==> config.mk <==
export PLATFORM = sky130hd
export DESIGN_NAME = uart_rx_addr_detect_wake
export DESIGN_NICKNAME = d
export VERILOG_FILES = /design/src/rtl/uart_rx_pkg.sv /design/src/rtl/rx_baud_gen.sv /design/src/rtl/uart_rx_addr_detect_wake.sv
export SDC_FILE = /design/constraint.sdc
export NUM_CORES = 1
export LEC_CHECK = 0
export BUFFER_PORTS_ARGS = -buffer_cell sky130_fd_sc_hd__buf_4
export CAP_MARGIN = 20
export CORE_ASPECT_RATIO = 1.5
export CORE_MARGIN = 2
export CORE_UTILIZATION = 34
export DETAILED_ROUTE_END_ITERATION = 16
export PLACE_DENSITY_LB_ADDON = 0.15
export REMOVE_ABC_BUFFERS = 1
export SLEW_MARGIN = 20
export SYNTH_ARGS = -nofsm -noshare
export SYNTH_HDL_FRONTEND = slang
export SYNTH_SLANG_ARGS = --single-unit
==> constraint.sdc <==
create_clock -name pclk -period 10.05 [get_ports pclk]
set_clock_uncertainty 0.05 [all_clocks]
set_input_delay 1.5075 -clock pclk [delete_from_list [all_inputs] [get_ports pclk]]
set_output_delay 1.5075 -clock pclk [all_outputs]
set_load 0.05 [all_outputs]
==> src/rtl/uart_rx_pkg.sv <==
// Shared constants for the serial receiver with address detect and wake.
// Assumes an APB slave with 32-bit data; each register is one aligned word.
package uart_rx_pkg;

   // Register byte offsets on the APB
   localparam logic [7:0] OFS_RX_STATUS = 8'h00; // Receive status/control
   localparam logic [7:0] OFS_RX_DATA   = 8'h04; // Receive data, read only
   localparam logic [7:0] OFS_TX_STATUS = 8'h08; // Transmit status/control
   localparam logic [7:0] OFS_BAUD_CTRL = 8'h0C; // Baud control
   localparam logic [7:0] OFS_DIV_HIGH  = 8'h10; // Baud divisor high byte
   localparam logic [7:0] OFS_DIV_LOW   = 8'h14; // Baud divisor low byte
   localparam logic [7:0] OFS_INT_CTRL  = 8'h18; // Flag and enables

   // Receive status/control fields
   localparam int RS_PORT_EN = 7;
   localparam int RS_NINE    = 6;
   localparam int RS_SINGLE  = 5;
   localparam int RS_CONT    = 4;
   localparam int RS_ADDR    = 3;
   localparam int RS_FRAMING_ERROR_FLAG    = 2;
   localparam int RS_OVERRUN_ERROR_FLAG    = 1;
   localparam int RS_NINTH   = 0;

   // Transmit status/control fields used here
   localparam int TS_SYNC  = 4;
   localparam int TS_HIGH  = 2;

   // Baud control fields
   localparam int BC_IDLE  = 6;
   localparam int BC_WIDE  = 3;
   localparam int BC_WAKE  = 1;

   // Interrupt control fields
   localparam int IC_FLAG  = 0;
   localparam int IC_IE    = 1;
   localparam int IC_GIE   = 2;

   // Reset value of every register byte
   localparam logic [7:0] RESET_BYTE = 8'h00;

   // Baud scaling: clocks per bit per divisor step
   localparam logic [23:0] SCALE_SLOW = 24'h000040; // 64
   localparam logic [23:0] SCALE_MID  = 24'h000010; // 16
   localparam logic [23:0] SCALE_FAST = 24'h000004; // 4
   localparam logic [23:0] OVERSAMPLE = 24'h000010; // 16 ticks a bit

   // Tick positions within a bit and last data bit index
   localparam logic [3:0] MID_TICK   = 4'h7;
   localparam logic [3:0] LAST_TICK  = 4'hF;
   localparam logic [3:0] LAST_EIGHT = 4'h7;
   localparam logic [3:0] LAST_NINE  = 4'h8;

   // Receiver states, Gray coded along the frame
   typedef enum logic [1:0] {
      ST_IDLE  = 2'b00,
      ST_START = 2'b01,
      ST_DATA  = 2'b11,
      ST_STOP  = 2'b10
   } rx_state_t;

endpackage

==> src/rtl/rx_baud_gen.sv <==
// Baud generator giving a sample tick at sixteen times the bit rate, or every clock when a bit is under 16 clocks.
// Assumes the divisor and selects come from registers on the same clock.
`timescale 1ns/1ns
module rx_baud_gen
   import uart_rx_pkg::*;
(
   input  wire logic        pclk,
   input  wire logic        presetn,
   input  wire logic        run,
   input  wire logic        high_speed,
   input  wire logic        wide,
   input  wire logic [15:0] divisor,
   output logic             sample_tick
);

   logic [23:0] scale;      // Clocks per bit per divisor step
   logic [23:0] bit_period; // Clocks per bit
   logic [23:0] acc;        // Phase accumulator
   logic [23:0] next_acc;   // Accumulator plus one clock of phase

   // Pick the scale from the two select bits
   always_comb begin
      case ({wide, high_speed})
         2'b00:   scale = SCALE_SLOW;
         2'b11:   scale = SCALE_FAST;
         default: scale = SCALE_MID;
      endcase
      bit_period = 24'((24'(divisor) + 24'h000001) * scale);
      next_acc   = acc + OVERSAMPLE;
   end

   // Sixteen ticks per bit while a bit spans 16 clocks or more; never more than one tick per clock
   always_ff @(posedge pclk or negedge presetn) begin
      if (!presetn) begin
         acc         <= 24'h000000;
         sample_tick <= 1'b0;
      end else if (!run) begin
         acc         <= 24'h000000;
         sample_tick <= 1'b0;
      end else if (next_acc >= bit_period) begin
         acc         <= next_acc - bit_period;
         sample_tick <= 1'b1;
      end else begin
         acc         <= next_acc;
         sample_tick <= 1'b0;
      end
   end

endmodule

==> src/rtl/uart_rx_addr_detect_wake.sv <==
// Asynchronous serial receiver with address detect and wake on edge.
// Assumes an APB master on pclk and a receive line from another node.
// Contract
// - Asynchronous mode when sync clear, port enabled
// - Bit period from divisor bytes and selects
// - Nine-bit frames when enabled, ninth bit shown
// - Address detect on nine-bit frames when enabled
// - Without address detect, every frame loads, flags, unless the flag is still set (overrun)
// - Receive only while continuous receive is set
// - Flag on complete frame; interrupt needs enables
// - Framing, overrun and ninth bit in status
// - Clearing continuous receive clears error state
// - Sleep stops baud generator and reception
// - Wake enable arms edge detect in async
// - Wake enable suspends reception, receiver idles
// - Wake event is falling edge on line
// - Wake event sets the receive flag
// - Reading receive data clears the flag
// - Rising edge after wake clears wake enable
// - Sixteen-times oversampling feeds bit-rate shifter
`timescale 1ns/1ns
module uart_rx_addr_detect_wake
   import uart_rx_pkg::*;
(
   input  wire logic        pclk,
   input  wire logic        presetn,
   input  wire logic        psel,
   input  wire logic        penable,
   input  wire logic        pwrite,
   input  wire logic [7:0]  paddr,
   input  wire logic [31:0] pwdata,
   output logic [31:0]      prdata,
   output logic             pready,
   output logic             pslverr,
   input  wire logic        receive_line,
   input  wire logic        sleep_mode,
   output logic             irq_request
);

   // Control bits held by software
   logic       port_enable;                // Port on
   logic       nine_bit_receive_enable;    // Nine-bit frames
   logic       single_receive_enable;      // Stored only
   logic       continuous_receive_enable;  // Receiver on
   logic       address_detect_enable;      // Address filtering
   logic [7:0] tx_ctl;                     // Transmit control byte
   logic       wide_divisor_select;        // Baud scale select
   logic       wake_on_edge_enable;        // Wake detect armed
   logic [7:0] baud_divisor_high;          // Divisor high byte
   logic [7:0] baud_divisor_low;           // Divisor low byte
   logic       receive_interrupt_enable;   // Local enable
   logic       global_interrupt_enable;    // Global enable

   // Status held by hardware
   logic       framing_error_flag;         // Bad stop bit
   logic       overrun_error_flag;         // Frame lost
   logic       received_ninth_bit;         // Ninth data bit
   logic [7:0] receive_data_register;      // Received byte
   logic       receive_interrupt_flag;     // Frame or wake pending

   // Bus decode
   logic       wr_acc;       // Write access phase
   logic       rd_data_acc;  // Read of receive data
   logic       mapped;       // Address decodes
   logic [7:0] rd_mux;       // Read value of addressed register

   // Receive line and receiver state
   logic       rx_meta;      // First sync stage
   logic       rx_sync;      // Second sync stage
   logic       rx_prev;      // Previous synced level
   logic       sync_select;  // Synchronous mode chosen
   logic       async_on;     // Port enabled in async mode
   logic       rx_enable;    // Reception allowed
   logic       sample_tick;  // Sixteen-times bit rate tick
   rx_state_t  state;        // Receiver state
   rx_state_t  next_state;   // Next receiver state
   logic [3:0] tick_cnt;     // Ticks within a bit
   logic [3:0] bit_cnt;      // Data bits taken
   logic [3:0] last_bit;     // Index of final data bit
   logic [8:0] shift;        // Bit-rate data shifter
   logic [2:0] samples;      // Oversampling shifter
   logic       majority;     // Vote of three samples
   logic       frame_done;   // Stop bit sampled
   logic       stop_bad;     // Stop bit read low
   logic [7:0] frame_byte;   // Byte of the finished frame
   logic       frame_ninth;  // Ninth bit of the finished frame
   logic       accept;       // Frame passes address filter
   logic       load;         // Frame goes to the buffer
   logic       overrun;      // Frame arrives with buffer full
   logic       wake_seen;    // Falling edge seen, await rise
   logic       wake_fall;    // Wake event
   logic       wake_rise;    // End of wake character

   // Mode decode
   assign sync_select = tx_ctl[TS_SYNC];
   assign async_on    = port_enable & ~sync_select;
   assign rx_enable   = async_on & continuous_receive_enable
                      & ~wake_on_edge_enable
                      & ~sleep_mode
                      & ~overrun_error_flag;

   // APB handshake: always ready, error on unmapped address
   assign pready      = 1'b1;
   assign wr_acc      = psel & penable & pwrite;
   assign rd_data_acc = psel & penable & ~pwrite & (paddr == OFS_RX_DATA);
   assign pslverr     = psel & penable & ~mapped;

   // Two-stage synchroniser plus a previous-level stage; the first stage feeds no logic
   always_ff @(posedge pclk or negedge presetn) begin
      if (!presetn) begin
         rx_meta <= 1'b1;
         rx_sync <= 1'b1;
         rx_prev <= 1'b1;
      end else begin
         rx_meta <= receive_line;
         rx_sync <= rx_meta;
         rx_prev <= rx_sync;
      end
   end

   // Baud generator, stopped whenever reception is not allowed
   rx_baud_gen u_baud (
      .pclk        (pclk),
      .presetn     (presetn),
      .run         (rx_enable),
      .high_speed  (tx_ctl[TS_HIGH]),
      .wide        (wide_divisor_select),
      .divisor     ({baud_divisor_high, baud_divisor_low}),
      .sample_tick (sample_tick)
   );

   // Sample vote and frame decode
   assign majority    = (samples[0] & samples[1]) | (samples[0] & samples[2])
                      | (samples[1] & samples[2]);
   assign last_bit    = nine_bit_receive_enable ? LAST_NINE : LAST_EIGHT;
   assign frame_done  = (state == ST_STOP) & sample_tick & rx_enable
                      & (tick_cnt == LAST_TICK);
   assign stop_bad    = ~majority;
   assign frame_byte  = nine_bit_receive_enable ? shift[7:0] : shift[8:1];
   assign frame_ninth = nine_bit_receive_enable & shift[8];
   assign accept      = frame_done & ~(address_detect_enable
                      & nine_bit_receive_enable & ~frame_ninth);
   assign load        = accept & ~receive_interrupt_flag;
   assign overrun     = accept & receive_interrupt_flag;

   // Next receiver state
   always_comb begin
      next_state = state;
      case (state)
         ST_IDLE: begin
            if (!rx_sync) begin
               next_state = ST_START;
            end
         end
         ST_START: begin
            if (sample_tick && tick_cnt == MID_TICK) begin
               next_state = majority ? ST_IDLE : ST_DATA;
            end
         end
         ST_DATA: begin
            if (sample_tick && tick_cnt == LAST_TICK && bit_cnt == last_bit) begin
               next_state = ST_STOP;
            end
         end
         ST_STOP: begin
            if (frame_done) begin
               next_state = ST_IDLE;
            end
         end
         default: next_state = ST_IDLE;
      endcase
   end

   // Receiver state; held idle while reception is not allowed
   always_ff @(posedge pclk or negedge presetn) begin
      if (!presetn) begin
         state <= ST_IDLE;
      end else if (!rx_enable) begin
         state <= ST_IDLE;
      end else begin
         state <= next_state;
      end
   end

   // Oversampling shifter and bit-rate shifter
   always_ff @(posedge pclk or negedge presetn) begin
      if (!presetn) begin
         samples  <= 3'h7;
         tick_cnt <= 4'h0;
         bit_cnt  <= 4'h0;
         shift    <= 9'h000;
      end else if (state == ST_IDLE) begin
         samples  <= 3'h7;
         tick_cnt <= 4'h0;
         bit_cnt  <= 4'h0;
      end else if (sample_tick) begin
         samples <= {samples[1:0], rx_sync};
         if (state == ST_START && tick_cnt == MID_TICK) begin
            tick_cnt <= 4'h0;
         end else begin
            tick_cnt <= tick_cnt + 4'h1;
         end
         if (state == ST_DATA && tick_cnt == LAST_TICK) begin
            shift   <= {majority, shift[8:1]};
            bit_cnt <= bit_cnt + 4'h1;
         end
      end
   end

   // Buffer, ninth bit and error flags
   always_ff @(posedge pclk or negedge presetn) begin
      if (!presetn) begin
         receive_data_register <= RESET_BYTE;
         received_ninth_bit    <= 1'b0;
         framing_error_flag    <= 1'b0;
         overrun_error_flag    <= 1'b0;
      end else if (!continuous_receive_enable) begin
         framing_error_flag <= 1'b0;
         overrun_error_flag <= 1'b0;
      end else begin
         if (load) begin
            receive_data_register <= frame_byte;
            received_ninth_bit    <= frame_ninth;
            framing_error_flag    <= stop_bad;
         end
         if (overrun) begin
            overrun_error_flag <= 1'b1;
         end
      end
   end

   // Wake edges, seen on the synced line while armed
   assign wake_fall = async_on & wake_on_edge_enable & ~wake_seen
                    & rx_prev & ~rx_sync;
   assign wake_rise = wake_seen & ~rx_prev & rx_sync;

   // Wake tracking between the falling and the rising edge
   always_ff @(posedge pclk or negedge presetn) begin
      if (!presetn) begin
         wake_seen <= 1'b0;
      end else if (wake_fall) begin
         wake_seen <= 1'b1;
      end else if (wake_rise || !wake_on_edge_enable) begin
         wake_seen <= 1'b0;
      end
   end

   // Receive flag; a setting event wins over the clearing read
   always_ff @(posedge pclk or negedge presetn) begin
      if (!presetn) begin
         receive_interrupt_flag <= 1'b0;
      end else if (load || wake_fall) begin
         receive_interrupt_flag <= 1'b1;
      end else if (rd_data_acc) begin
         receive_interrupt_flag <= 1'b0;
      end
   end

   // Interrupt request to the core
   always_ff @(posedge pclk or negedge presetn) begin
      if (!presetn) begin
         irq_request <= 1'b0;
      end else begin
         irq_request <= receive_interrupt_flag & receive_interrupt_enable
                      & global_interrupt_enable;
      end
   end

   // Receive control written by software
   always_ff @(posedge pclk or negedge presetn) begin
      if (!presetn) begin
         port_enable               <= 1'b0;
         nine_bit_receive_enable   <= 1'b0;
         single_receive_enable     <= 1'b0;
         continuous_receive_enable <= 1'b0;
         address_detect_enable     <= 1'b0;
      end else if (wr_acc && paddr == OFS_RX_STATUS) begin
         port_enable               <= pwdata[RS_PORT_EN];
         nine_bit_receive_enable   <= pwdata[RS_NINE];
         single_receive_enable     <= pwdata[RS_SINGLE];
         continuous_receive_enable <= pwdata[RS_CONT];
         address_detect_enable     <= pwdata[RS_ADDR];
      end
   end

   // Mode, divisor and interrupt enables written by software
   always_ff @(posedge pclk or negedge presetn) begin
      if (!presetn) begin
         tx_ctl                   <= RESET_BYTE;
         wide_divisor_select      <= 1'b0;
         baud_divisor_high        <= RESET_BYTE;
         baud_divisor_low         <= RESET_BYTE;
         receive_interrupt_enable <= 1'b0;
         global_interrupt_enable  <= 1'b0;
      end else if (wr_acc) begin
         case (paddr)
            OFS_TX_STATUS: tx_ctl <= pwdata[7:0];
            OFS_BAUD_CTRL: wide_divisor_select <= pwdata[BC_WIDE];
            OFS_DIV_HIGH:  baud_divisor_high <= pwdata[7:0];
            OFS_DIV_LOW:   baud_divisor_low <= pwdata[7:0];
            OFS_INT_CTRL: begin
               receive_interrupt_enable <= pwdata[IC_IE];
               global_interrupt_enable  <= pwdata[IC_GIE];
            end
            default: ;
         endcase
      end
   end

   // Wake enable: cleared by hardware at the end of the wake character
   always_ff @(posedge pclk or negedge presetn) begin
      if (!presetn) begin
         wake_on_edge_enable <= 1'b0;
      end else if (wake_rise) begin
         wake_on_edge_enable <= 1'b0;
      end else if (wr_acc && paddr == OFS_BAUD_CTRL) begin
         wake_on_edge_enable <= pwdata[BC_WAKE];
      end
   end

   // Read multiplexer and address decode
   always_comb begin
      rd_mux = RESET_BYTE;
      mapped = 1'b1;
      case (paddr)
         OFS_RX_STATUS: begin
            rd_mux[RS_PORT_EN] = port_enable;
            rd_mux[RS_NINE]    = nine_bit_receive_enable;
            rd_mux[RS_SINGLE]  = single_receive_enable;
            rd_mux[RS_CONT]    = continuous_receive_enable;
            rd_mux[RS_ADDR]    = address_detect_enable;
            rd_mux[RS_FRAMING_ERROR_FLAG]    = framing_error_flag;
            rd_mux[RS_OVERRUN_ERROR_FLAG]    = overrun_error_flag;
            rd_mux[RS_NINTH]   = received_ninth_bit;
         end
         OFS_RX_DATA:   rd_mux = receive_data_register;
         OFS_TX_STATUS: rd_mux = tx_ctl;
         OFS_BAUD_CTRL: begin
            rd_mux[BC_IDLE] = (state == ST_IDLE);
            rd_mux[BC_WIDE] = wide_divisor_select;
            rd_mux[BC_WAKE] = wake_on_edge_enable;
         end
         OFS_DIV_HIGH:  rd_mux = baud_divisor_high;
         OFS_DIV_LOW:   rd_mux = baud_divisor_low;
         OFS_INT_CTRL: begin
            rd_mux[IC_FLAG] = receive_interrupt_flag;
            rd_mux[IC_IE]   = receive_interrupt_enable;
            rd_mux[IC_GIE]  = global_interrupt_enable;
         end
         default:       mapped = 1'b0;
      endcase
   end

   // Read data captured in the setup phase, stable through the access
   always_ff @(posedge pclk or negedge presetn) begin
      if (!presetn) begin
         prdata <= 32'h00000000;
      end else if (psel && !penable && !pwrite) begin
         prdata <= {24'h000000, rd_mux};
      end
   end
endmodule

After elaboration in Yosys (flattened, before gate mapping)
Index checks and enable logic that the tools add are counted.
{ "classes": {"reduce_logical": 32, "n_bitwise": 46, "n_addsub": 5, "n_eq_ne": 19, "n_lt_le_gt_ge": 1, "n_mux": 40, "mul": 1} }
{ "op_table": {"columns": ["op", "count"], "rows": [
  ["$mux W24", 2],
  ["$and A1 B1 Y1", 30],
  ["$mux W4", 7],
  ["$add A24 B5 Y24 const B", 1],
  ["$eq A8 B5 Y1 const B", 3],
  ["$ge A24 B24 Y1", 1],
  ["$mul A24 B7 Y24", 1],
  ["$pmux W1 S6", 4],
  ["$sub A24 B24 Y24", 1],
  ["$add A16 B1 Y17 const B", 1],
  ["$eq A8 B4 Y1 const B", 2],
  ["$not A1 Y1", 14],
  ["$pmux W7 S2", 1],
  ["$reduce_and A2 Y1", 7],
  ["$mux W1", 13],
  ["$mux W2", 6],
  ["$ne A3 B3 Y1 const B", 4],
  ["$pmux W2 S5", 1],
  ["$reduce_bool A2 Y1", 5],
  ["$logic_and A1 B1 Y1", 9],
  ["$add A4 B1 Y4 const B", 2],
  ["$eq A8 B3 Y1 const B", 1],
  ["$logic_not A8 Y1", 1],
  ["$mux W8", 1],
  ["other kinds (17)", 26]
]} }
{ "totals": {"elab_cells": 174, "reg_bits": 105, "output_inout_bits": 35} }

Logic depth before layout (Yosys ltp)
{ "depth": {"ltp_word": 12, "depth_mapped": 29, "mapped_depth_nobuf": 28} }

By module
A second synthesis with hierarchy kept.
{ "hier_totals": {"hier_cells": 952, "area_unflattened_um2": 8953.6} }
{ "by_module_without_submodules": {"columns": ["module", "cells_each", "instances", "area_per_inst_um2"], "rows": [
  ["rx_baud_gen", 595, 1, 4847.1],
  ["uart_rx_addr_detect_wake", 357, 1, 4106.4]
]} }

Worst setup path after synthesis
OpenSTA, ideal clock, no wires.
{ "synth_timing": {"path_type": "register to register", "startpoint": "register baud_divisor_low[0]", "endpoint": "register u_baud.acc[17]", "period_less_slack_ps": 5990, "stages_incl_launch_ff": 27, "required_time_ps": 9922, "setup_slack_ps": 4060, "t_arrival_ps": 5862, "n_path_buf": 0, "cell_sequence": "dfrtp_1 > ha_1 > and3_1 > nand3_1 > xor2_1 > nor2b_1 > ha_1 > inv_1 > fa_1 > inv_1 > ha_1 > ha_1 > ha_1 > a21o_1 > a211o_1 > o21ai_0 > a21oi_1 > a41o_1 > o41ai_1 > xor2_1 > ha_1 > and3_1 > and3_1 > nand3_1 > o21a_1 > or4_1 > a21oi_1"} }
{ "synth_via": {"elab_chain_cells": 5, "elab_cells_between_ends": 6, "cone_classes": "add/sub: 2; mul: 1; order compare: 1; mux: 2"} }
{ "synth_lines": {"columns": ["item", "line", "rtl"], "rows": [
  ["from (decl)", "uart_rx_addr_detect_wake.sv:50", "logic [7:0] baud_divisor_low;"],
  ["from (signal assigned)", "uart_rx_addr_detect_wake.sv:300", "OFS_DIV_LOW: baud_divisor_low <= pwdata[7:0];"],
  ["$add A16 B1 Y17 (*)", "rx_baud_gen.sv:28", "bit_period = 24'((24'(divisor) + 24'h000001) * scale);"],
  ["$mul A24 B7 Y24 (*)", "rx_baud_gen.sv:28", null],
  ["$sub A24 B24 Y24 / $ge A24 B24 Y1 (equally long branches)", "rx_baud_gen.sv:41, rx_baud_gen.sv:40", null],
  ["$mux W24 (*)", "rx_baud_gen.sv:40", "end else if (next_acc >= bit_period) begin"],
  ["$mux W24 (*)", "rx_baud_gen.sv:37", "end else if (!run) begin"],
  ["to (signal assigned)", "rx_baud_gen.sv:41", "acc <= next_acc - bit_period;"],
  ["to (signal assigned)", "rx_baud_gen.sv:44", "acc <= next_acc;"],
  ["to (decl)", "rx_baud_gen.sv:18", "logic [23:0] acc;"]
]} }
Mark *: on every way between the ends. The rest lies on a longest branch, timed or not.
A chain may end at the register's enable or synchronous reset.

Final worst setup path
{ "layout_timing": {"startpoint": "register baud_divisor_low[0]", "endpoint": "register u_baud.acc[2]"} }
The elaborated chain is that of the path after synthesis.

==> impl_metrics.yaml <==
synthesis:
  synth_edf_count: 0
  netlist.area_leader.share: 0.271
  ys_seq_elements: 103
  postSynthCellCount: 1006
  yosysMostFrequentCell: "ha_1"
  async_flop_share: 1.00
  ys_seq_area_frac: 0.289
  ys_types: 74
  synth_common_cells: "ha_1 (99), dfrtp_1 (97), inv_1 (75)"
  yosysTopAreaCell: "dfrtp_1"
  synth-main-ff-cell: "dfrtp_1"
  yosys-top-cells-area: "dfrtp_1 (27%), ha_1 (14%), mux2_2 (5.8%), xnor2_1 (3.7%), a21oi_1 (3.2%)"
  yosys_warnings: 0
  avgSynthCellArea_sq_um: 8.90
  synth.cell_area_sq_um: 8960
drt:
  drtAntennaViolNets: 0
  vias: 7030
  dr.first_iter.drc_count: 303
  first_pass_iters: 5
  drt-total-wl_um: 22400
  drc_errors: 0
  wl_per_cell_um: 16.6
  via_per_inst: 5.20
placement:
  post_dp_cell_area_sq_um: 9390
  dp_cells: 1335
  routabilityCongestion: 0.848
  io_buffers: 32
  dp_hpwl_um: 17800
floorplan:
  dieArea_sq_um: 27700
  rows: 72
  initial_core_util: 0.346
  core_sq_um: 25900
  die_y_um: 203
  io_pins: 82
  die_x_um: 137
grt:
  grt_start_max_net_pins: 74
  met3_usage: 0.0187
  grt_usage: 0.167
  grt_overflow: 0
  antenna_found_initial: 0
  use_met1: 0.181
  first_global_vias: 7133
  top_usage_layer: "met2"
  use_met2: 0.321
  grt_pass1_wl_um: 36500
power:
  power_density_nw_per_um2: 95.2
  finalPower_uw: 924
  p_leak_nw: 4.71
  irDropWorstVdd_mv: 0.0902
worst_setup_path:
  crit_type: "flip-flop to flip-flop"
  rrSetupSlack_ns: 2.72
  ff2ff_path_depth: 24
  cp_data_required_time_ns: 10.26
  worstPathArrival_ns: 7.54
  r2r_start: "baud_divisor_low[0]"
  regToRegEndpoint: "u_baud.acc[2]"
  worstPathMaxFanout: 22
  cp-end-kind: "flip-flop"
  crit_path_start_kind: "flip-flop"
sta:
  maxSlewViolCount: 0
  setup_tns_ns: 0
  min_period_ns: 7.33
  fin_crit_sh: 0.730
  finalSetupViolations: 0
  worst_pin_slew_ns: 0.977
  relSlewSlack: 0.346
  rsz0062_at_grt: "no"
  fmax_ghz: 0.136
  hold_violations: 0
cells_and_area:
  fill_cells: 2645
  final_area_sq_um: 9710
  drive_gt1_frac: 0.119
  syn_to_final_growth_pct: 8.37
  n_antenna_cell: 0
  stdcell_count: 1351
  final_nets: 1173
  postLayoutCoreUtil: 0.375
clocking:
  clock_path_buffers: 2
  cts_resized: 0
  holdBufCountCts: 0
  root_buffer: "clkbuf_16"
  clock_latency_ns: 0.37
  htree_levels: 3
  cts_buffers: 9
  clock-sinks: 103
  path_clk_slew_ns: 0.08
  post_cts_buffers: 0
  cts_tree: "done"
run:
  timing.max_cap.violations: 0
hold_path:
  worstHoldStart: "rx_meta"
  hold_path_class: "flip-flop to flip-flop"
  hold_end: "rx_sync"
  hold_depth: 0
status:
  status: "completed"
placed cells by master (no fill, tap or decap), types with 37 or more instances in the layout:
cell / netlist / routed
nor2b_1: 37 / 37
nor2_1: 55 / 55
nand3_1: 50 / 50
dfrtp_1: 97 / 97
inv_1: 75 / 75
ha_1: 99 / 99
o21ai_0: 54 / 53
xnor2_1: 38 / 38
nand2_1: 73 / 73
a21oi_1: 57 / 57
mux2_2: 46 / 46
registers in the layout, indices dropped and copies added (netlist names), 2 cells and up:
name and cells:
tx_ctl 8, prdata 8, shift 9, u_baud.acc 22, bit_cnt 4, baud_divisor_low 8
state 2, tick_cnt 4, samples 3, baud_divisor_high 8, receive_data_register 8
worst max-delay path by stage:
stage | from | endpoint
3_5_place_dp | baud_divisor_low[0] | u_baud.acc[2]
4_1_cts | baud_divisor_low[0] | u_baud.acc[2]
6_report | baud_divisor_low[0] | u_baud.acc[2]
2_1_floorplan | baud_divisor_low[0] | u_baud.acc[11]
3_3_place_gp | baud_divisor_low[0] | u_baud.acc[2]
5_1_grt | baud_divisor_low[2] | u_baud.acc[2]
through the flow:
stage                     hold WS, ns  worst slack [ns]
after floorplan                 0.295              3.43
after global placement          0.297              2.75
after detailed placement        0.298              2.78
after CTS                       0.308              2.71
after global routing            0.311              2.31
final                           0.307              2.72
kinds of logic after synthesis:
family	after synthesis	share of synthesized area
and+or+nand+nor	325	0.189
DFF	103	0.289
buffers and inverters	138	0.0703
xor gates and xnor gates	65	0.0636
AOI/OAI and AO/OA	199	0.142
adders and majority gates	113	0.170
muxes	61	0.0760
other	2	0.000838
metal layers:
metal	vias up	routed length [um]
li1	3496	-
met1	3378	8710
met2	118	12400
met3	38	478
met4	0	823
met5	-	0
layout make-up:
class / count / area (sq um) / share of cell area
Clock inverter: 7 / 90.1 / 0.00928
Clock buffer: 9 / 225 / 0.0232
Tap cell: 333 / 417 / 0.0429
Inverter: 75 / 282 / 0.0290
Timing Repair Buffer: 36 / 270 / 0.0278
Multi-Input combinational cell: 788 / 5840 / 0.601
Sequential cell: 103 / 2580 / 0.266
power by group:
group	total (mW)	internal, mW	switching (mW)	leakage (nW)
clock	0.377	0.199	0.179	0.147
sequential	0.428	0.422	0.00598	1.40
combinational	0.118	0.0338	0.0845	3.17
worst max-delay path, stage by stage (launching register included):
cell      delay [ns]
dfrtp_1         0.47
ha_1            0.29
and3_1          0.24
xnor2_1         0.24
nor2b_1         0.08
ha_1            0.28
inv_1           0.05
fa_1            0.53
inv_1           0.04
ha_1            0.29
ha_1            0.30
ha_1            0.34
o21ai_0         0.35
a21oi_1         0.14
o21ai_0         0.31
a21oi_1         0.15
a41o_1          0.28
o41ai_1         0.30
xor2_1          0.24
ha_1            0.33
o21a_1          0.19
a211oi_1        0.39
o21a_1          0.71
nor2_1          0.33
o211a_1         0.29
Note: power is estimated with default switching activity, not from simulation.
